### config.mk
export PLATFORM = sky130hd
export DESIGN_NAME = rirq_status
export DESIGN_NICKNAME = d
export VERILOG_FILES = /design/src/rtl/rirq_pkg.sv /design/src/rtl/rirq_status.sv
export SDC_FILE = /design/constraint.sdc
export NUM_CORES = 1
export LEC_CHECK = 0
export ABC_CLOCK_PERIOD_IN_PS = 5340
export BUFFER_PORTS_ARGS = -buffer_cell sky130_fd_sc_hd__buf_4
export CORE_MARGIN = 3
export CORE_UTILIZATION = 60
export CTS_CLUSTER_DIAMETER = 100
export DETAILED_ROUTE_END_ITERATION = 8
export PLACE_DENSITY = 0.85
export SYNTH_ARGS = -nofsm -noshare
export SYNTH_HDL_FRONTEND = slang
export SYNTH_SLANG_ARGS = --single-unit
### constraint.sdc
create_clock -name aclk -period 5.34 [get_ports aclk]
set_input_delay 1.068 -clock aclk [delete_from_list [all_inputs] [get_ports aclk]]
set_output_delay 1.068 -clock aclk [all_outputs]
set_load 0.1 [all_outputs]
### src/rtl/rirq_pkg.sv
// Purpose: constants and types for the radio event status and interrupt block
// Assumes: AXI4-Lite register access, 32-bit data, 8-bit registers in the low byte
// Notes: byte address of a register is four times its index
package rirq_pkg;
	localparam logic [9:0] RIRQ_IDX_PKT_FMT = 10'h004;
	localparam logic [9:0] RIRQ_IDX_GEN_STAT = 10'h00d;
	localparam logic [9:0] RIRQ_IDX_RX_STAT = 10'h00e;
	localparam logic [9:0] RIRQ_IDX_GEN_EN = 10'h010;
	localparam logic [9:0] RIRQ_IDX_RX_EN = 10'h011;
	localparam logic [9:0] RIRQ_IDX_TXQ_HI = 10'h017;
	localparam logic [9:0] RIRQ_IDX_TXQ_LO = 10'h018;
	localparam logic [9:0] RIRQ_IDX_RXQ_HI = 10'h019;
	localparam logic [9:0] RIRQ_IDX_RXQ_LO = 10'h01a;
	localparam logic [9:0] RIRQ_IDX_SLEEP_SET = 10'h02d;
	localparam logic [9:0] RIRQ_IDX_TUNE = 10'h040;
	localparam logic [7:0] RIRQ_STAT_RST = 8'h00;
	localparam logic [7:0] RIRQ_EN_RST = 8'h00;
	localparam logic [5:0] RIRQ_LVL_RST = 6'h00;
	localparam logic [5:0] RIRQ_FMT_RST = 6'h00;
	// general status bit positions
	localparam int RIRQ_G_CLKCAL = 7;
	localparam int RIRQ_G_WAKE = 6;
	localparam int RIRQ_G_FULL = 5;
	localparam int RIRQ_G_EMPTY = 4;
	localparam int RIRQ_G_RFSTATE = 3;
	localparam int RIRQ_G_UNLOCK = 2;
	localparam int RIRQ_G_CALFUSE = 1;
	localparam int RIRQ_G_CLKSTB = 0;
	// receive status bit positions
	localparam int RIRQ_R_SYNCERR = 7;
	localparam int RIRQ_R_FIELD = 6;
	localparam int RIRQ_R_SYNC = 5;
	localparam int RIRQ_R_FIFOERR = 4;
	localparam int RIRQ_R_LENERR = 3;
	localparam int RIRQ_R_DIV = 2;
	localparam int RIRQ_R_CRC = 1;
	localparam int RIRQ_R_DONE = 0;
	// packet_format_control fields
	localparam int RIRQ_FMT_LSB = 0;
	localparam int RIRQ_EXT_LSB = 2;
	localparam int RIRQ_CRC_LSB = 4;
	localparam logic [1:0] RIRQ_FMT_A = 2'h0;
	localparam logic [1:0] RIRQ_FMT_B = 2'h1;
	localparam logic [1:0] RIRQ_FMT_C = 2'h2;
	localparam logic [1:0] RIRQ_EXT_NONE = 2'h0;
	localparam logic [1:0] RIRQ_EXT_2B = 2'h1;
	localparam logic [1:0] RIRQ_EXT_8B = 2'h2;
	localparam int RIRQ_PDE_BIT = 2;
	localparam int RIRQ_TUNE_DIS_BIT = 2;
	// length error limits
	localparam logic [7:0] RIRQ_LEN_A_NONE = 8'h08;
	localparam logic [7:0] RIRQ_LEN_A_2B = 8'h0c;
	localparam logic [7:0] RIRQ_LEN_A_8B = 8'h10;
	localparam logic [7:0] RIRQ_LEN_B_MIN = 8'h0a;
	localparam logic [7:0] RIRQ_LEN_B8_MIN = 8'h11;
	localparam logic [7:0] RIRQ_LEN_B8_GAP_LO = 8'h13;
	localparam logic [7:0] RIRQ_LEN_B8_GAP_HI = 8'h14;
	localparam logic [7:0] RIRQ_LEN_B_HOLE_LO = 8'h80;
	localparam logic [7:0] RIRQ_LEN_B_HOLE_HI = 8'h81;
	localparam logic [7:0] RIRQ_LEN_C32 = 8'h02;
	localparam logic [1:0] RIRQ_RESP_OKAY = 2'h0;
	localparam logic [1:0] RIRQ_RESP_SLVERR = 2'h2;

	typedef struct packed {
		logic clk_cal_done;
		logic wake_timer_done;
		logic rf_state_done;
		logic pll_unlock;
		logic tune_out_of_range;
		logic vco_cal_done;
		logic iq_adj_done;
		logic clk_stable_done;
	} rirq_gen_evt_s;

	typedef struct packed {
		logic sync_detect;
		logic sync_lost;
		logic field_check;
		logic fifo_overrun;
		logic fifo_underrun;
		logic div_search_done;
		logic crc_fail;
		logic len_valid;
		logic [7:0] len_field;
		logic byte_rx;
	} rirq_rx_evt_s;

	typedef struct packed {
		logic asleep;
		logic tx_active;
		logic rx_active;
		logic fifo_mode;
		logic [6:0] fifo_level;
	} rirq_radio_s;

	typedef enum logic [1:0] {
		RIRQ_RX_IDLE = 2'b00,
		RIRQ_RX_SYNC = 2'b01,
		RIRQ_RX_DATA = 2'b11
	} rirq_rx_e;
endpackage

### src/rtl/rirq_status.sv
// Purpose: general and receive event status with enables and interrupt pin
// Assumes: event inputs are one-cycle pulses synchronous to aclk
// Notes: registers reached over AXI4-Lite
//
// Chosen here: the AXI4-Lite slave port.
`timescale 1ns/1ps
module rirq_status
	import rirq_pkg::*;
(
	// clock and reset
	input wire logic aclk,
	input wire logic aresetn,
	// axi4-lite write
	input wire logic [11:0] s_axi_awaddr,
	input wire logic s_axi_awvalid,
	output logic s_axi_awready,
	input wire logic [31:0] s_axi_wdata,
	input wire logic [3:0] s_axi_wstrb,
	input wire logic s_axi_wvalid,
	output logic s_axi_wready,
	output logic [1:0] s_axi_bresp,
	output logic s_axi_bvalid,
	input wire logic s_axi_bready,
	// axi4-lite read
	input wire logic [11:0] s_axi_araddr,
	input wire logic s_axi_arvalid,
	output logic s_axi_arready,
	output logic [31:0] s_axi_rdata,
	output logic [1:0] s_axi_rresp,
	output logic s_axi_rvalid,
	input wire logic s_axi_rready,
	// radio core
	input wire rirq_gen_evt_s gen_evt,
	input wire rirq_rx_evt_s rx_evt,
	input wire rirq_radio_s radio,
	// interrupt pin
	output logic irq_n
);
	logic aw_full_reg, aw_full_next, w_full_reg, w_full_next;
	logic awready_reg, awready_next, wready_reg, wready_next;
	logic bvalid_reg, bvalid_next, arready_reg, arready_next, rvalid_reg, rvalid_next;
	logic [1:0] bresp_reg, bresp_next, rresp_reg, rresp_next;
	logic [9:0] waddr_reg, waddr_next;
	logic [7:0] wdata_reg, wdata_next;
	logic wstrb_reg, wstrb_next;
	logic [31:0] rdata_reg, rdata_next;
	logic [7:0] gen_stat_reg, gen_stat_next, rx_stat_reg, rx_stat_next;
	logic [7:0] gen_en_reg, gen_en_next, rx_en_reg, rx_en_next;
	logic [7:0] gen_defer_reg, gen_defer_next, rx_defer_reg, rx_defer_next;
	logic defer_reg, defer_next, wake_supp_reg, wake_supp_next;
	logic [5:0] fmt_reg, fmt_next;
	logic [5:0] txq_hi_reg, txq_hi_next, txq_lo_reg, txq_lo_next;
	logic [5:0] rxq_hi_reg, rxq_hi_next, rxq_lo_reg, rxq_lo_next;
	logic pde_reg, pde_next, tune_dis_reg, tune_dis_next;
	logic asleep_d_reg, fuse_boot_reg, full_c_reg, empty_c_reg;
	logic div_pend_reg, div_pend_next;
	rirq_rx_e rx_state_reg, rx_state_next;
	logic [7:0] rx_len_reg, rx_len_next, rx_cnt_reg, rx_cnt_next;
	logic irq_n_reg, irq_n_next;
	logic do_wr, do_rd, wr_ok, rd_ok, wr_gen, wr_rx, full_c, empty_c, wake_exit, len_bad;
	logic [7:0] gen_ev, rx_ev, gen_keep, rx_keep;
	logic [9:0] ridx;

	assign s_axi_awready = awready_reg;
	assign s_axi_wready = wready_reg;
	assign s_axi_bvalid = bvalid_reg;
	assign s_axi_bresp = bresp_reg;
	assign s_axi_arready = arready_reg;
	assign s_axi_rvalid = rvalid_reg;
	assign s_axi_rresp = rresp_reg;
	assign s_axi_rdata = rdata_reg;
	assign irq_n = irq_n_reg;

	function automatic logic rirq_len_bad(input logic [7:0] len, input logic [5:0] fmt);
		logic r;
		logic [1:0] ext;
		logic [1:0] crc;
		r = 1'b0;
		ext = fmt[RIRQ_EXT_LSB +: 2];
		crc = fmt[RIRQ_CRC_LSB +: 2];
		case (fmt[RIRQ_FMT_LSB +: 2])
			RIRQ_FMT_A: begin
				case (ext)
					RIRQ_EXT_NONE: r = len < RIRQ_LEN_A_NONE;
					RIRQ_EXT_2B: r = len < RIRQ_LEN_A_2B;
					default: r = len < RIRQ_LEN_A_8B;
				endcase
			end
			RIRQ_FMT_B: begin
				r = len >= RIRQ_LEN_B_HOLE_LO && len <= RIRQ_LEN_B_HOLE_HI;
				if (ext == RIRQ_EXT_8B) begin
					r = r || len < RIRQ_LEN_B8_MIN || (len >= RIRQ_LEN_B8_GAP_LO && len <= RIRQ_LEN_B8_GAP_HI);
				end else begin
					r = r || len < RIRQ_LEN_B_MIN;
				end
			end
			RIRQ_FMT_C: r = (crc >= RIRQ_LEN_C32[1:0]) ? (len == RIRQ_LEN_C32) : (len == {6'h00, crc});
			default: r = 1'b0;
		endcase
		return r;
	endfunction

	// bus slave
	always_comb begin
		do_wr = aw_full_reg && w_full_reg && !bvalid_reg;
		do_rd = s_axi_arvalid && arready_reg;
		aw_full_next = aw_full_reg;
		w_full_next = w_full_reg;
		waddr_next = waddr_reg;
		wdata_next = wdata_reg;
		wstrb_next = wstrb_reg;
		if (s_axi_awvalid && awready_reg) begin
			aw_full_next = 1'b1;
			waddr_next = s_axi_awaddr[11:2];
		end
		if (s_axi_wvalid && wready_reg) begin
			w_full_next = 1'b1;
			wdata_next = s_axi_wdata[7:0];
			wstrb_next = s_axi_wstrb[0];
		end
		if (do_wr) begin
			aw_full_next = 1'b0;
			w_full_next = 1'b0;
		end
		bvalid_next = bvalid_reg ? !s_axi_bready : do_wr;
		wr_ok = 1'b1;
		case (waddr_reg)
			RIRQ_IDX_PKT_FMT, RIRQ_IDX_GEN_STAT, RIRQ_IDX_RX_STAT, RIRQ_IDX_GEN_EN,
			RIRQ_IDX_RX_EN, RIRQ_IDX_TXQ_HI, RIRQ_IDX_TXQ_LO, RIRQ_IDX_RXQ_HI,
			RIRQ_IDX_RXQ_LO, RIRQ_IDX_SLEEP_SET, RIRQ_IDX_TUNE: wr_ok = 1'b1;
			default: wr_ok = 1'b0;
		endcase
		bresp_next = do_wr ? (wr_ok ? RIRQ_RESP_OKAY : RIRQ_RESP_SLVERR) : bresp_reg;
		awready_next = !aw_full_next && !bvalid_next;
		wready_next = !w_full_next && !bvalid_next;
		ridx = s_axi_araddr[11:2];
		rd_ok = 1'b1;
		rdata_next = rdata_reg;
		if (do_rd) begin
			rdata_next = 32'h0000_0000;
			case (ridx)
				RIRQ_IDX_PKT_FMT: rdata_next[5:0] = fmt_reg;
				RIRQ_IDX_GEN_STAT: rdata_next[7:0] = gen_stat_reg;
				RIRQ_IDX_RX_STAT: rdata_next[7:0] = rx_stat_reg;
				RIRQ_IDX_GEN_EN: rdata_next[7:0] = gen_en_reg;
				RIRQ_IDX_RX_EN: rdata_next[7:0] = rx_en_reg;
				RIRQ_IDX_TXQ_HI: rdata_next[5:0] = txq_hi_reg;
				RIRQ_IDX_TXQ_LO: rdata_next[5:0] = txq_lo_reg;
				RIRQ_IDX_RXQ_HI: rdata_next[5:0] = rxq_hi_reg;
				RIRQ_IDX_RXQ_LO: rdata_next[5:0] = rxq_lo_reg;
				RIRQ_IDX_SLEEP_SET: rdata_next[RIRQ_PDE_BIT] = pde_reg;
				RIRQ_IDX_TUNE: rdata_next[RIRQ_TUNE_DIS_BIT] = tune_dis_reg;
				default: rd_ok = 1'b0;
			endcase
		end
		rresp_next = do_rd ? (rd_ok ? RIRQ_RESP_OKAY : RIRQ_RESP_SLVERR) : rresp_reg;
		rvalid_next = rvalid_reg ? !s_axi_rready : do_rd;
		arready_next = !rvalid_next;
	end

	// configuration registers
	always_comb begin
		wr_gen = do_wr && wstrb_reg && waddr_reg == RIRQ_IDX_GEN_STAT;
		wr_rx = do_wr && wstrb_reg && waddr_reg == RIRQ_IDX_RX_STAT;
		gen_en_next = gen_en_reg;
		rx_en_next = rx_en_reg;
		fmt_next = fmt_reg;
		txq_hi_next = txq_hi_reg;
		txq_lo_next = txq_lo_reg;
		rxq_hi_next = rxq_hi_reg;
		rxq_lo_next = rxq_lo_reg;
		pde_next = pde_reg;
		tune_dis_next = tune_dis_reg;
		if (do_wr && wstrb_reg) begin
			case (waddr_reg)
				RIRQ_IDX_GEN_EN: gen_en_next = wdata_reg;
				RIRQ_IDX_RX_EN: rx_en_next = wdata_reg;
				RIRQ_IDX_PKT_FMT: fmt_next = wdata_reg[5:0];
				RIRQ_IDX_TXQ_HI: txq_hi_next = wdata_reg[5:0];
				RIRQ_IDX_TXQ_LO: txq_lo_next = wdata_reg[5:0];
				RIRQ_IDX_RXQ_HI: rxq_hi_next = wdata_reg[5:0];
				RIRQ_IDX_RXQ_LO: rxq_lo_next = wdata_reg[5:0];
				RIRQ_IDX_SLEEP_SET: pde_next = wdata_reg[RIRQ_PDE_BIT];
				RIRQ_IDX_TUNE: tune_dis_next = wdata_reg[RIRQ_TUNE_DIS_BIT];
				default: ;
			endcase
		end
	end

	// receive packet tracker
	always_comb begin
		rx_state_next = rx_state_reg;
		rx_len_next = rx_len_reg;
		rx_cnt_next = rx_cnt_reg;
		div_pend_next = div_pend_reg;
		rx_ev = 8'h00;
		len_bad = rirq_len_bad(rx_evt.len_field, fmt_reg);
		if (rx_evt.sync_detect && div_pend_reg) begin
			rx_ev[RIRQ_R_DIV] = 1'b1;
			div_pend_next = 1'b0;
		end
		// a search ending at a sync stays pending for the next sync
		if (rx_evt.div_search_done) begin
			div_pend_next = 1'b1;
		end
		rx_ev[RIRQ_R_FIELD] = rx_evt.field_check;
		rx_ev[RIRQ_R_SYNC] = rx_evt.sync_detect;
		rx_ev[RIRQ_R_CRC] = rx_evt.crc_fail;
		rx_ev[RIRQ_R_FIFOERR] = radio.rx_active && radio.fifo_mode &&
			(rx_evt.fifo_overrun || rx_evt.fifo_underrun);
		case (rx_state_reg)
			RIRQ_RX_IDLE: begin
				if (rx_evt.sync_detect) begin
					rx_state_next = RIRQ_RX_SYNC;
				end
			end
			RIRQ_RX_SYNC: begin
				if (rx_evt.sync_lost) begin
					rx_ev[RIRQ_R_SYNCERR] = 1'b1;
					rx_state_next = RIRQ_RX_IDLE;
				end else if (rx_evt.len_valid) begin
					rx_ev[RIRQ_R_LENERR] = len_bad;
					rx_len_next = rx_evt.len_field;
					rx_cnt_next = 8'h00;
					rx_state_next = len_bad ? RIRQ_RX_IDLE : RIRQ_RX_DATA;
				end
			end
			RIRQ_RX_DATA: begin
				if (rx_evt.sync_lost) begin
					rx_ev[RIRQ_R_SYNCERR] = 1'b1;
					rx_state_next = RIRQ_RX_IDLE;
				end else if (rx_evt.byte_rx) begin
					rx_cnt_next = rx_cnt_reg + 8'h01;
					if (rx_cnt_next == rx_len_reg) begin
						rx_ev[RIRQ_R_DONE] = 1'b1;
						rx_state_next = RIRQ_RX_IDLE;
					end
				end
			end
			default: rx_state_next = RIRQ_RX_IDLE;
		endcase
	end

	// status, deferred clears and pin
	always_comb begin
		full_c = (radio.tx_active && radio.fifo_level > {1'b0, txq_hi_reg}) ||
			(radio.rx_active && radio.fifo_level > {1'b0, rxq_hi_reg});
		empty_c = (radio.tx_active && radio.fifo_level < {1'b0, txq_lo_reg}) ||
			(radio.rx_active && radio.fifo_level < {1'b0, rxq_lo_reg});
		wake_exit = asleep_d_reg && !radio.asleep;
		wake_supp_next = wake_supp_reg;
		if (wr_gen && radio.asleep && !wdata_reg[RIRQ_G_WAKE]) begin
			wake_supp_next = 1'b1;
		end
		if (wake_exit) begin
			wake_supp_next = 1'b0;
		end
		gen_ev = 8'h00;
		gen_ev[RIRQ_G_CLKCAL] = gen_evt.clk_cal_done;
		gen_ev[RIRQ_G_WAKE] = gen_evt.wake_timer_done && !wake_supp_reg;
		gen_ev[RIRQ_G_FULL] = full_c && !full_c_reg;
		gen_ev[RIRQ_G_EMPTY] = empty_c && !empty_c_reg;
		gen_ev[RIRQ_G_RFSTATE] = gen_evt.rf_state_done;
		gen_ev[RIRQ_G_UNLOCK] = gen_evt.pll_unlock || (gen_evt.tune_out_of_range && !tune_dis_reg);
		gen_ev[RIRQ_G_CALFUSE] = gen_evt.vco_cal_done || gen_evt.iq_adj_done || fuse_boot_reg ||
			(wake_exit && pde_reg);
		gen_ev[RIRQ_G_CLKSTB] = gen_evt.clk_stable_done;
		gen_keep = 8'hff;
		rx_keep = 8'hff;
		gen_defer_next = gen_defer_reg;
		rx_defer_next = rx_defer_reg;
		defer_next = defer_reg;
		if (radio.asleep) begin
			if (wr_gen) begin
				gen_defer_next = gen_defer_reg & wdata_reg;
				defer_next = 1'b1;
			end
			if (wr_rx) begin
				rx_defer_next = rx_defer_reg & wdata_reg;
				defer_next = 1'b1;
			end
		end else begin
			if (wr_gen) begin
				gen_keep = wdata_reg;
			end
			if (wr_rx) begin
				rx_keep = wdata_reg;
			end
			if (defer_reg && gen_evt.clk_stable_done) begin
				gen_keep = gen_keep & gen_defer_reg;
				rx_keep = rx_keep & rx_defer_reg;
				gen_defer_next = 8'hff;
				rx_defer_next = 8'hff;
				defer_next = 1'b0;
			end
		end
		// set wins over clear; enables never gate capture
		gen_stat_next = (gen_stat_reg & gen_keep) | gen_ev;
		rx_stat_next = (rx_stat_reg & rx_keep) | rx_ev;
		irq_n_next = !(|(gen_stat_next & gen_en_next) || |(rx_stat_next & rx_en_next));
	end

	always_ff @(posedge aclk) begin
		if (!aresetn) begin
			aw_full_reg <= 1'b0;
			w_full_reg <= 1'b0;
			awready_reg <= 1'b0;
			wready_reg <= 1'b0;
			bvalid_reg <= 1'b0;
			bresp_reg <= RIRQ_RESP_OKAY;
			arready_reg <= 1'b0;
			rvalid_reg <= 1'b0;
			rresp_reg <= RIRQ_RESP_OKAY;
			rdata_reg <= 32'h0000_0000;
			waddr_reg <= 10'h000;
			wdata_reg <= 8'h00;
			wstrb_reg <= 1'b0;
			gen_stat_reg <= RIRQ_STAT_RST;
			rx_stat_reg <= RIRQ_STAT_RST;
			gen_en_reg <= RIRQ_EN_RST;
			rx_en_reg <= RIRQ_EN_RST;
			gen_defer_reg <= 8'hff;
			rx_defer_reg <= 8'hff;
			defer_reg <= 1'b0;
			wake_supp_reg <= 1'b0;
			fmt_reg <= RIRQ_FMT_RST;
			txq_hi_reg <= RIRQ_LVL_RST;
			txq_lo_reg <= RIRQ_LVL_RST;
			rxq_hi_reg <= RIRQ_LVL_RST;
			rxq_lo_reg <= RIRQ_LVL_RST;
			pde_reg <= 1'b0;
			tune_dis_reg <= 1'b0;
			asleep_d_reg <= 1'b0;
			fuse_boot_reg <= 1'b1;
			full_c_reg <= 1'b0;
			empty_c_reg <= 1'b0;
			div_pend_reg <= 1'b0;
			rx_state_reg <= RIRQ_RX_IDLE;
			rx_len_reg <= 8'h00;
			rx_cnt_reg <= 8'h00;
			irq_n_reg <= 1'b1;
		end else begin
			aw_full_reg <= aw_full_next;
			w_full_reg <= w_full_next;
			awready_reg <= awready_next;
			wready_reg <= wready_next;
			bvalid_reg <= bvalid_next;
			bresp_reg <= bresp_next;
			arready_reg <= arready_next;
			rvalid_reg <= rvalid_next;
			rresp_reg <= rresp_next;
			rdata_reg <= rdata_next;
			waddr_reg <= waddr_next;
			wdata_reg <= wdata_next;
			wstrb_reg <= wstrb_next;
			gen_stat_reg <= gen_stat_next;
			rx_stat_reg <= rx_stat_next;
			gen_en_reg <= gen_en_next;
			rx_en_reg <= rx_en_next;
			gen_defer_reg <= gen_defer_next;
			rx_defer_reg <= rx_defer_next;
			defer_reg <= defer_next;
			wake_supp_reg <= wake_supp_next;
			fmt_reg <= fmt_next;
			txq_hi_reg <= txq_hi_next;
			txq_lo_reg <= txq_lo_next;
			rxq_hi_reg <= rxq_hi_next;
			rxq_lo_reg <= rxq_lo_next;
			pde_reg <= pde_next;
			tune_dis_reg <= tune_dis_next;
			asleep_d_reg <= radio.asleep;
			fuse_boot_reg <= 1'b0;
			full_c_reg <= full_c;
			empty_c_reg <= empty_c;
			div_pend_reg <= div_pend_next;
			rx_state_reg <= rx_state_next;
			rx_len_reg <= rx_len_next;
			rx_cnt_reg <= rx_cnt_next;
			irq_n_reg <= irq_n_next;
		end
	end
endmodule // rirq_status

After elaboration in Yosys (flattened, before gate mapping)
Cells that the tools add are included.
{"block": "word_totals", "reg_bits": 144, "out_inout_bits": 42}
{"block": "op_classes", "add_sub_neg": 1, "n_lt_le_gt_ge": 14, "n_eq_ne": 42, "mux": 66, "bitwise": 12, "n_reduce_logical": 78}
{"operator": "$mux W8", "n": 21}
{"operator": "$eq A10 B5 Y1 const B", "n": 12}
{"operator": "$and A8 B8 Y8", "n": 8}
{"operator": "$eq A10 B4 Y1 const B", "n": 4}
{"operator": "$logic_and A1 B1 Y1", "n": 28}
{"operator": "$mux W1", "n": 28}
{"operator": "$pmux W3 S9", "n": 1}
{"operator": "$lt A8 B4 Y1 const B", "n": 3}
{"operator": "$reduce_or A11 Y1", "n": 2}
{"operator": "$eq A10 B3 Y1 const B", "n": 2}
{"operator": "$eq A10 B6 Y1 const B", "n": 2}
{"operator": "$eq A10 B7 Y1 const B", "n": 2}
{"operator": "$reduce_and A2 Y1", "n": 10}
{"operator": "$mux W2", "n": 9}
{"operator": "$pmux W2 S9", "n": 1}
{"operator": "$lt A8 B5 Y1 const B", "n": 2}
{"operator": "$or A8 B8 Y8", "n": 2}
{"operator": "$pmux W8 S2", "n": 1}
{"operator": "$reduce_or A8 Y1", "n": 2}
{"operator": "$gt A7 B6 Y1", "n": 2}
{"operator": "$logic_not A1 Y1", "n": 14}
{"operator": "$lt A7 B6 Y1", "n": 2}
{"operator": "$logic_or A1 B1 Y1", "n": 11}
{"operator": "$pmux W1 S11", "n": 1}
{"operator": "26 further kinds", "n": 43}

Depth between registers and ports, before layout
Gate-level depths: netlist of the first run.
{"block": "logic_depth", "ltp_word": 15, "mapped_depth": 9, "ltp_nobuf": 9}

Least setup slack after synthesis of the first run
Ideal clock, no wire load.
{"block": "synth_timing", "kind": "input port to flip-flop", "startpoint": "input radio[10] (netlist name)", "endpoint": "register irq_n_reg, in the netlist irq_n", "setup_ns": 0.069, "arrival_time_ns": 2.705, "t_required_ns": 5.271, "path_slack_ns": 2.566, "cell_stages": 9, "cell_sequence": "clkbuf_1 -> nor4_1 -> or4b_1 -> buf_4 -> o221ai_2 -> a21oi_1 -> a211oi_2 -> nand4_1 -> o21ai_1"}
{"block": "synth_between", "elab_chain_cells": 9, "elab_cells_between_ends": 16, "classes_between": "mux: 2; bitwise: 6; reduce/logical: 8"}
{"item": "start: declaration", "line_no": "rirq_status.sv:35", "text": "input wire rirq_radio_s radio,"}
{"item": "$logic_not A1 Y1", "line_no": "rirq_status.sv:250", "text": "wake_exit = asleep_d_reg && !radio.asleep;"}
{"item": "$logic_and A1 B1 Y1", "line_no": "rirq_status.sv:250"}
{"item": "$logic_and A1 B1 Y1", "line_no": "rirq_status.sv:266", "text": "(wake_exit && pde_reg);"}
{"item": "$logic_or A1 B1 Y1", "line_no": "rirq_status.sv:265", "text": "gen_ev[RIRQ_G_CALFUSE] = gen_evt.vco_cal_done || gen_evt.iq_adj_done || fuse_boot_reg ||"}
{"item": "$or A8 B8 Y8", "line_no": "rirq_status.sv:298", "text": "gen_stat_next = (gen_stat_reg & gen_keep) | gen_ev;"}
{"item": "$and A8 B8 Y8", "line_no": "rirq_status.sv:300", "text": "irq_n_next = !(|(gen_stat_next & gen_en_next) || |(rx_stat_next & rx_en_next));"}
{"item": "$reduce_or A8 Y1", "line_no": "rirq_status.sv:300"}
{"item": "$logic_or A1 B1 Y1 *", "line_no": "rirq_status.sv:300"}
{"item": "$logic_not A1 Y1 *", "line_no": "rirq_status.sv:300"}
{"item": "end signal: assignment", "line_no": "rirq_status.sv:379", "text": "irq_n_reg <= irq_n_next;"}
{"item": "end: declaration", "line_no": "rirq_status.sv:59", "text": "logic irq_n_reg, irq_n_next;"}
Mark *: on every way between the ends. The rest lies on a longest branch, timed or not.
A chain may end at the register's enable or synchronous reset.

Final worst setup path of the first run
{"block": "layout_timing", "startpoint": "input s_axi_araddr[9]", "endpoint": "register rdata_reg[2], in the netlist s_axi_rdata[2]"}
{"block": "layout_between", "elab_chain_cells": 2, "elab_cells_between_ends": 12, "classes_between": "eq/ne: 11; mux: 1"}
{"item": "start: declaration", "line_no": "rirq_status.sv:25", "text": "input wire logic [11:0] s_axi_araddr,"}
{"item": "$eq A10 B7 Y1, or another cell as far along", "line_no": "rirq_status.sv:141", "text": "case (ridx)"}
{"item": "$pmux W1 S11 *", "line_no": "rirq_status.sv:141"}
{"item": "end signal: assignment", "line_no": "rirq_status.sv:352", "text": "rdata_reg <= rdata_next;"}
{"item": "end: declaration", "line_no": "rirq_status.sv:46", "text": "logic [31:0] rdata_reg, rdata_next;"}
Marks and branches as above.

==> results of run 1 <==
## stage by stage
stage / hold WS, ns / cells
4_1_cts: 0.462 / 1109
3_5_place_dp: 0.454 / 1077
3_3_place_gp: 0.445 / 1077
5_1_grt: 0.487 / 1109
6_report: 0.459 / 1109
2_1_floorplan: 0.437 / 913
## layer usage
layer  vias to the layer above  global-route usage (%)
met5                         -                       0
met3                        52                    5.01
met4                         0                    14.0
li1                       3262                       -
met2                       368                    46.0
met1                      3228                    40.5
## report_power, final
group	internal [W]	switching [W]	leakage, nW
logic	0.0000903	0.000233	1.87
clock network	0.000808	0.000455	0.298
registers	0.00108	0.0000342	1.15
## cells in the final DEF (no fill, tap or decap), types with 5 or more instances in the layout
cell / instances
xor2_1: 5
xnor2_1: 5
nor2_1: 109
inv_1: 32
conb_1: 26
dfxtp_1: 141
a221o_1: 5
o21a_1: 5
nor3_1: 21
buf_4: 88
o21ai_0: 39
and4_1: 5
and3_1: 7
nor2b_1: 6
a31oi_1: 11
and2_1: 7
nand2b_1: 13
o221ai_1: 8
nand3_1: 16
ha_1: 23
a221oi_1: 7
nor4_1: 9
nand4b_1: 7
nand2_1: 113
nand4_1: 9
mux2i_1: 37
a222oi_1: 8
a21oi_1: 87
clkbuf_16: 17
nor3b_1: 6
clkinvlp_4: 5
## worst min path at each step
stage	from	end	slack [ns]	cells past startpoint
floorplan	rx_defer_reg[2]	rx_defer_reg[2]	0.44	2
global placement	s_axi_rdata[2]	s_axi_rdata[2]	0.44	2
detailed placement	gen_defer_reg[3]	gen_defer_reg[3]	0.45	2
CTS	s_axi_rdata[2]	s_axi_rdata[2]	0.46	2
global route	gen_defer_reg[6]	gen_defer_reg[6]	0.49	2
finish	s_axi_rdata[2]	s_axi_rdata[2]	0.46	2
## logic make-up after synthesis
group                      count (synthesis)  share of synthesized area [%]
xor gates and xnor gates                  10                           1.21
DFF                                      141                           39.1
adders and majority gates                 23                           3.99
muxes                                     39                           5.44
buffers and inverters                    100                           6.64
and+or+nand+nor                          357                           24.1
other                                      1                         0.0519
AOI/OAI and AO/OA                        217                           19.5
## critical path, delay by kind of cell
family,cells,cell delay (ns)
buffers and inverters,1,0.12
AOI/OAI and AO/OA,4,0.77
and+or+nand+nor,3,1.33
## final cells by class
| type | count | area (um^2) |
|---|---|---|
| clock buffers | 19 | 453 |
| clock inverters | 13 | 189 |
| fillers | 924 | 3170 |
| inverters | 33 | 124 |
| multi-input cells | 672 | 4010 |
| flip-flops and latches | 141 | 2820 |
| well taps | 143 | 179 |
| repair buffers | 88 | 661 |
==> run summary, run 1 <==
The count of flip-flops with a built-in enable after synthesis was 0; the finished layout cell area was 8440 um^2. Dividing the final minimum period by the clock period gives 55.2%. Ranked by total cell area, the synthesized netlist is headed by dfxtp_1 39%, a21oi_1 6.0%, nand2_1 5.9%. The run gives 0 as the number of antenna-violating nets in the routed design.

The flow ran to the end, and the final reports show no timing, DRC or antenna violations. The share of cells above drive strength 1 was 14.5%. The endpoint identified for the worst register-to-register timing path is irq_n.

After detailed routing, the average wire length per cell comes to 17.7 um. The start of the worst register-to-register path is waddr_reg[7]. OpenSTA, run right after detailed placement, puts the worst setup slack at 2.06 ns. TritonCTS created 17 clock buffers. Category of the critical setup timing path: in2reg. The critical path ends at s_axi_rdata[2].

On the critical path, the stage with the largest delay is an instance of nor2_1. The via count of the first global-routing pass was 6,342. The H-tree depth is 4, and the number of buffers added on ports is 87. The floorplan row count came out at 39. The run gives 145 as the number of top-level pins. Once placement finished, the instance area stood at 7800 um^2. Among all flip-flop cells after synthesis, the most frequent one is dfxtp_1.

After detailed routing, the total wire length is 19,700 um. The number of hold buffers added after CTS was 0. The run gives 0.00270 W as the overall power. The headroom to the max-slew limit came out at 15.9%. The sum of met3 wire segment lengths after detailed routing was 1850 um. Setup repair after global routing left no endpoint under its margin.

The effective utilization at floorplan is 62.2%, and the achievable clock frequency is 339 MHz. For the first-pass detailed-route iteration total, the log shows 9. The wire-length estimate of the detail-placed layout is 13,900 um.

The first global-routing pass estimated 31,400 um of wire. The run gives 29.7% as the combined global-route utilization of all metal layers. The die covers 13,400 um^2.

The number of gates resized after CTS was 0. The growth of design area from synthesis to finish came out at 16.9%. From left edge to right edge, the die measures 116 um. The clock passes through at most 2 buffers. Launch point of the worst path: s_axi_araddr[9]. Averaged over all synthesized cells, the footprint is 8.13 um^2. The share of flip-flops with an asynchronous set or reset after synthesis is 0%.

After technology mapping, the gate count stands at 888. In the routed layout, each cell is associated on average with a via count of 6.23. The portion of the post-synthesis area used by sequential elements was 39.1%.

The required time at the endpoint of the critical path was 5.68 ns. The most instantiated library cell after synthesis was dfxtp_1. The logs give 0 for the max-slew violation count and 3.29 ns for the data arrival time at the worst-slack endpoint. In this run the power density over the cells is 320 nW/um^2. The critical path goes through buf_4, nor4_1, nand2_1, nor2_1, a22oi_1, o211a_1, a31o_2, a21oi_1. dfxtp_1 takes more of the synthesized area than any other cell. The minimum setup slack among reg-to-reg paths was 2.40 ns; the minimum period implied by the final worst setup slack was 2.95 ns.

Yosys synthesis warning count: 0. From bottom edge to top edge, the die measures 116 um. By count the netlist is led by 141 x dfxtp_1, 113 x nand2_1, 109 x nor2_1. The register with the most flip-flops in the layout has 10 of them.

VDD sags by at most 0.000216 V. The later pin in the worst-skew pair is clocked with a latency of 0.42 ns. After detailed routing, the number of remaining DRC violations is 0. The layout net count is 1,079. Counting cells, the worst reg-to-reg path comes to 7. The post-CTS setup repair buffer count is 0.

The tree is rooted in a clkbuf_16. The worst setup path is launched from an input port. The number of hold-slack violations in the final timing report is 0. The worst setup path is captured at a flop.

The logs give 8250 um for the wire length on met1 and 6,910 for the detailed-route via count. Synthesized area: 7220 um^2. The tool flagged a number of max-cap violations equal to 0. The number of violations reported at the end of detailed-routing iteration 0 came out at 847. The final standard cell utilization of the core is 72.7%, and the pin slew with the least headroom to its limit is 1.26 ns. The highest layer used for signal routing is met4. Post-synthesis register bit count: 141.

Across the routed clock network, the largest skew measured is 0.00585 ns. After global routing the overflow that remains totals 0. The count of antenna diodes in the layout came out at 0.

Setup violations remaining at the end of the flow were counted as 0. The cell leakage power came out at 3.32 nW. Worst hold path class: reg2reg. The region available for standard cell placement spans 11,600 um^2. The largest driver fanout on the critical path was 8; the top cell type's share of synthesized area was 39.1%. The number of distinct library cells after synthesis was 74; the number of clock sinks seen by CTS was 141. Setup slack on the critical path of the routed design comes to 2.39 ns. On the worst path, the slowest cell contributes a delay of 0.65 ns.

TritonCTS built the clock tree. The initial antenna violation count is 0, and the clock-pin transition on the worst setup and hold timing paths is 0.06 ns. At the end of routability-driven placement, the weighted congestion stood at 0.886. The tools report the detailed route wirelength on metal2 as 8910 um.

The summed negative setup slack over all endpoints was 0 ns. The pin count of the biggest net entering global routing was 66.
No activity file was read; power rests on OpenSTA's default activity.
==> run 2, diff against run 1 <==
Settings changed: ABC_CLOCK_PERIOD_IN_PS 5340 to 2850, CORE_UTILIZATION 60 to 55, PLACE_DENSITY 0.85 to 0.79.
Clock period 5.34 ns to 2.85 ns, I/O delays scaled along.
==> run summary, run 2 (synthesized netlist as in run 1, its figures left out) <==
The required time at the endpoint of the critical path was 3.20 ns (-2.48 ns). The power per standard cell area was 574 nW/um^2 (+79%). In this run the clock root is driven by a clkbuf_16. The minimum period implied by the final worst setup slack was 2.54 ns; the switching power was 0.00134 W (+86%). The estimated wirelength of the detail-placed design came out at 14,600 um (+5.4%).

The width of the die was 121 um (+4.2%); the growth of design area from synthesis to finish was 18.9%. The area of the die was 14,500 um^2 (+8.6%). The clock latency on the worst-skew pair came out at 0.42 ns (about the same). The tools report the count of max-cap constraint violations as 0 (unchanged). The global-route wire length before repair came out at 32,600 um (+3.8%). The finished layout cell area is 8590 um^2 (+1.7%).

The tools report the count of unresolved DRC violations after routing as 0 (unchanged). The pin count of the biggest net entering global routing is 51 (-23%). Detailed-route via count: 6,962 (+0.75%). The number of hold-slack violations in the final timing report was 0 (unchanged). The logs give 141 (unchanged) for the number of clock sinks seen by CTS and 42.4% (+1.1 points) for the proportion of power drawn by flip-flops and latches.

The logs give 145 (unchanged) for the number of top-level pins and 0.000722 V (+230%) for the largest vdd supply drop. The effective utilization at floorplan was 56.8% (-5.4 points); the largest driver fanout on the critical path was 10 (+2). The logs give 45.1% (-1.7 points) for the clock network fraction of total power and 672 (-21%) for the number of violations reported at the end of detailed-routing iteration 0. The logs give 0 (unchanged) for the max-slew violation count and 1,099 (+1.9%) for the layout net count. STA classifies the critical path startpoint as a flop. The wire length reported by the detailed router came out at 20,500 um (+4.4%). For the summed negative setup slack over all endpoints, the log shows 0 ns (unchanged). Internal power: 0.00358 W (+81%). The tools report the via count of the first global-routing pass as 6,555 (+3.4%). The post-route clock skew came out at 0.00991 ns (+0.00406 ns). The buffer levels on the longest clock path was 2 (unchanged). The run gives 0 (unchanged) as the leftover overflow at the end of global routing.

The count of antenna diodes in the layout came out at 0 (unchanged). The combined global-route utilization of all metal layers came out at 28.1% (-1.5 points). Setup repair after global routing left no endpoint under its margin.

The initial antenna violation count is 0 (unchanged). The tools report the total core area as 12,700 um^2 (+9.5%). The placed standard-cell area came out at 7990 um^2 (+2.4%). For the data arrival time at the worst-slack endpoint, the log shows 2.89 ns (-0.40 ns). The leading cell type in the layout, fill and taps excluded was dfxtp_1.

Height of the die: 121 um (+4.2%). The cell leakage power came out at 3.40 nW (+2.7%). The number of flip-flops under the largest register name is 10 (unchanged), and the combinational share of power is 12.5% (+0.5 points). The pin slew with the least headroom to its limit is 0.767 ns (-0.490 ns). Average via count per standard cell: 6.01 (-3.5%). The post-route clock period utilization is 89.3%.

The routed wirelength normalized by instance count is 17.7 um (about the same). The clock-pin transition on the worst setup and hold timing paths was 0.06 ns (about the same); the share of cells above drive strength 1 was 16.1% (+1.6 points). For the number of hold buffers added after CTS, the log shows 0 (unchanged). The run gives 0.861 (-2.9%) as the final weighted congestion in routability-driven placement.

The worst setup path is of the reg2reg kind. The run gives 0 (unchanged) as the final number of setup-violating endpoints. The top cell types in the final layout, fill and taps aside, are 141 x dfxtp_1, 113 x nand2_1, 109 x nor2_1, 108 x buf_4, 87 x a21oi_1. For the clock buffer count from CTS, the log shows 17 (unchanged).

Number of buffers added on ports: 87 (unchanged). The first-pass detailed-route iteration total came out at 8 (-1). The switching share of power is 27.3% (+0.55 points), and the post-route worst hold slack is 0.384 ns (-0.0752 ns). The achievable clock frequency is 393 MHz.

The run finished with clean final reports. The setup slack of the critical path after layout was 0.306 ns (-2.09 ns); the headroom to the max-slew limit was 48.7% (+33 points). TritonCTS built the clock tree.

The pre-CTS setup slack was 0.163 ns (-1.90 ns); the H-tree depth was 4 (unchanged). The category of the worst setup path capture point was a flop. The logs give 67.5% (-5.2 points) for the final standard cell utilization of the core and 41 (+5.1%) for the floorplan row count. The post-CTS setup repair buffer count is 0 (unchanged), and the number of antenna-violating nets in the routed design is 0 (unchanged). In this run the worst hold path is classified as in2reg.
==> run 2: cell count changes in the layout (fill, tap and decap cells not counted) <==
cell / change
buf_4: +20
bufinv_16: -2
clkbuf_1: +2
clkbuf_8: +2
clkinv_2: +1
clkinvlp_4: -2
inv_6: -1
or4b_1: -1
or4b_4: +1
==> run 2: cell type report <==
cell class | count | area, um^2
inverter | 33 | 124
fill | 1082 | 4140
clock buffer | 23 | 488
clock inverter | 9 | 110
timing repair buffer | 108 | 811
multi-input combinational | 672 | 4020
sequential | 141 | 2820
tap | 172 | 215
==> run 2: power groups by stage <==
stage	logic [W]	registers, W	clock network, W
after floorplan	0.000384	0.00219	0
after global placement	0.000600	0.00213	0
after detailed placement	0.000610	0.00213	0
after CTS	0.000612	0.00209	0.00222
after global routing	0.000659	0.00209	0.00231
final	0.000617	0.00209	0.00222
==> run 2: worst paths after layout <==
kind	slack, ns	from	to	cells past startpoint
hold reg to reg	0.46	s_axi_rdata[2]	s_axi_rdata[2]	2
hold / removal	0.38	rx_evt[11]	div_pend_reg	3
setup reg to reg	0.31	waddr_reg[1]	irq_n	7
setup / recovery	0.31	waddr_reg[1]	irq_n	7
==> run 2: repair_timing <==
item / 4_1_cts / 5_1_grt
endpoints found under the hold margin: 0 / 0
resized for setup: 0 / 1
setup endpoints to repair: 0 / 1
==> run 2: stage by stage <==
stage,cells,total power [W]
6_report,1158,0.00493
5_1_grt,1158,0.00507
4_1_cts,1158,0.00492
3_5_place_dp,1126,0.00274
3_3_place_gp,1126,0.00273
2_1_floorplan,913,0.00257
==> run 2: worst max-delay path, stage by stage, from the launching register on <==
cell and delay [ns]:
dfxtp_1 0.44, or4b_1 0.57, or4b_4 0.63, o221ai_2 0.21, a21oi_1 0.12, a211oi_2 0.25
nand4_1 0.12, o21ai_1 0.14
==> run 2: layer usage <==
metal	track usage [%]	wire length [um]	part of all wire [%]
met4	12.7	764	3.7
met1	36.8	8740	43
met3	6.03	1680	8.2
met5	0	0	0
met2	44.8	9360	46
==> run 3, diff against run 2 <==
--- a/config.mk
+++ b/config.mk
@@ -8,8 +8,9 @@
 export ABC_CLOCK_PERIOD_IN_PS = 2850
-export BUFFER_PORTS_ARGS = -buffer_cell sky130_fd_sc_hd__buf_4
+export CORE_ASPECT_RATIO = 1.25
 export CORE_MARGIN = 3
-export CORE_UTILIZATION = 55
+export CORE_UTILIZATION = 60
 export CTS_CLUSTER_DIAMETER = 100
 export DETAILED_ROUTE_END_ITERATION = 8
-export PLACE_DENSITY = 0.79
+export DONT_BUFFER_PORTS = 1
+export PLACE_DENSITY = 0.75
 export SYNTH_ARGS = -nofsm -noshare
==> constraint.sdc (replaced) <==
create_clock -name aclk -period 2.85 [get_ports aclk]
set_input_delay 0.1425 -clock aclk [delete_from_list [all_inputs] [get_ports aclk]]
set_output_delay 0.1425 -clock aclk [all_outputs]
set_load 0.1 [all_outputs]
==> run summary, run 3 (synthesized netlist as in run 1, its figures left out) <==
The pin count of the biggest net entering global routing is 51 (unchanged). The run gives 61.9% (+5.1 points) as the effective utilization at floorplan. Global-route wire length before repair: 33,800 um (+3.8%). The finished layout cell area came out at 8530 um^2 (-0.71%). The clock-pin transition on the worst setup and hold timing paths came out at 0.06 ns (about the same). The worst hold path class is in2reg. The startpoint identified for the worst register-to-register timing path is waddr_reg[1].

The logs give 3.08 ns (+0.19 ns) for the data arrival time at the worst-slack endpoint and 2 (unchanged) for the buffer levels on the longest clock path. The switching share of power was 28.0% (+0.70 points). The height of the die works out to 129 um (+6.7%).

Leading cell type in the layout, fill and taps excluded: dfxtp_1. The setup slack of the critical path after layout is 0.121 ns (-0.186 ns). The run gives 41.8% (-0.6 points) as the proportion of power drawn by flip-flops and latches.

The wire length reported by the detailed router was 21,800 um (+6.0%). The clock network fraction of total power was 46.6% (+1.5 points). The post-route clock period utilization came out at 95.8% (+6.5 points). The tools report the detailed-route via count as 6,977 (+0.22%). The via count of the first global-routing pass is 6,553 (-0.031%). The startpoint identified for the worst hold timing path is radio[9].

Post-route worst hold slack: 0.0158 ns (-0.368 ns). The final standard cell utilization of the core was 73.0% (+5.6 points). The minimum period implied by the final worst setup slack was 2.73 ns (+0.186 ns). The number of flip-flops under the largest register name is 10 (unchanged), and the count of antenna diodes in the layout is 0 (unchanged).

TritonCTS built the clock tree. The placed standard-cell area was 7380 um^2 (-7.6%); the final number of setup-violating endpoints was 0 (unchanged). The clock latency on the worst-skew pair was 0.43 ns (about the same). The combined global-route utilization of all metal layers was 32.0% (+3.9 points); the required time at the endpoint of the critical path was 3.20 ns (about the same). The average via count per standard cell is 6.23 (+3.6%). The logs give 0.000508 V (-30%) for the largest vdd supply drop and 0 (unchanged) for the count of max-cap constraint violations. Routed wirelength normalized by instance count: 19.4 um (+9.6%). The pin slew with the least headroom to its limit was 1.21 ns (+0.446 ns). Setup repair after global routing left no endpoint under its margin. For the number of clock sinks seen by CTS, the log shows 141 (unchanged). The tools report the initial antenna violation count as 0 (unchanged). Clock buffer count from CTS: 17 (unchanged).

The number of buffers added on ports works out to 0 (-100%). The filler cell count was 883 (-18%); the number of antenna-violating nets in the routed design was 0 (unchanged). The summed negative setup slack over all endpoints came out at 0 ns (unchanged). The tools report the internal power as 0.00360 W (+0.59%). The total core area was 11,700 um^2 (-8.3%). In this run the worst setup path begins at waddr_reg[1]. The share of cells above drive strength 1 was 8.55% (-7.6 points); the max-slew violation count was 0 (unchanged).

STA classifies the critical path endpoint as a flop. The power per standard cell area works out to 587 nW/um^2 (+2.3%). The layout net count was 1,072 (-2.5%). The switching power is 0.00140 W (+4.1%), and the pre-CTS setup slack is 0.169 ns (+0.00636 ns). The logs give 620 (-7.7%) for the number of violations reported at the end of detailed-routing iteration 0 and 15,400 um (+5.2%) for the estimated wirelength of the detail-placed design. The width of the die is 104 um (-14%). The headroom to the max-slew limit was 18.9% (-30 points); the largest driver fanout on the critical path was 10 (unchanged). The final weighted congestion in routability-driven placement came out at 0.949 (+10%). The critical path is of the reg2reg type. The run gives 366 MHz (-6.8%) as the achievable clock frequency. Count of unresolved DRC violations after routing: 0 (unchanged). The tools report the area of the die as 13,400 um^2 (-7.9%). For the leftover overflow at the end of global routing, the log shows 0 (unchanged). The buffer type at the clock tree root was clkbuf_16.

First-pass detailed-route iteration total: 8 (unchanged). The tools report the number of hold-slack violations in the final timing report as 0 (unchanged). For the post-CTS setup repair buffer count, the log shows 0 (unchanged).

Growth of design area from synthesis to finish: 18.1%. The flow ran to the end, and the final reports show no timing, DRC or antenna violations. Cell leakage power: 3.26 nW (-4.1%). The worst setup path is launched from a flop. Leaving out fill and tap cells, the most frequent cells in the layout are 141 x dfxtp_1, 113 x nand2_1, 109 x nor2_1, 87 x a21oi_1, 52 x dlygate4sd3_1. The H-tree depth is 4 (unchanged), and the post-route clock skew is 0.00794 ns (-0.00196 ns).

For the floorplan row count, the log shows 44 (+7.3%). Number of top-level pins: 145 (unchanged). The tools report the combinational share of power as 11.6% (-0.9 points).
-- run 3: changes by cell type in the layout (fill, tap and decap cells not counted), moves of 2 or more --
cell           before  now
clkbuf_8            4    1
clkinvlp_4          3    1
inv_6               0    5
buf_4             108   29
clkbuf_1            2    0
dlygate4sd3_1       0   52
-- run 3: path summary, 6_finish.rpt --
| kind | end | slack [ns] | cells after the start |
|---|---|---|---|
| hold / removal | gen_stat_reg[5] | 0.02 | 2 |
| setup reg to reg | irq_n | 0.12 | 7 |
| hold reg to reg | gen_defer_reg[6] | 0.47 | 2 |
| setup / recovery | irq_n | 0.12 | 7 |
-- run 3: cell type report --
cell class | instances | area, um^2 | area share [%]
Clock inverter | 14 | 180 | 2.11
Inverter | 33 | 124 | 1.45
Tap cell | 161 | 201 | 2.36
Multi-Input combinational cell | 672 | 4020 | 47.2
Sequential cell | 141 | 2820 | 33.1
Clock buffer | 18 | 439 | 5.15
Timing Repair Buffer | 81 | 738 | 8.66
-- run 3: worst max-delay path, cell delays in order, from the launching register on --
cell     delay (ns)
dfxtp_1        0.44
or4b_1         0.53
or4b_1         0.74
nor3_1         0.27
nor3_1         0.09
nor4_1         0.29
nand4_1        0.13
o21ai_1        0.16
-- run 3: per-stage QoR --
stage / power [W] / cells
final: 0.00500 / 1120
after global placement: 0.00262 / 1036
after detailed placement: 0.00264 / 1036
after global routing: 0.00514 / 1120
after CTS: 0.00500 / 1120
after floorplan: 0.00257 / 913
-- run 3: power by group through the flow --
stage	Combinational, W	Clock (W)	Sequential (W)
after floorplan	0.000384	0	0.00219
after detailed placement	0.000508	0	0.00213
after CTS	0.000574	0.00234	0.00209
after global placement	0.000496	0	0.00213
final	0.000582	0.00233	0.00209
after global routing	0.000617	0.00242	0.00209
-- run 3: per-layer routing --
layer	GRT usage [%]	wire, um
met1	36.6	8370
met2	56.4	10900
met3	6.17	1440
met4	18.2	1080
met5	0	0
-- run 3: repair_timing --
action,CTS,global route
setup endpoints to repair,0,4
gates resized for setup,0,1
endpoints found under the hold margin,63,0
hold buffers,52,0
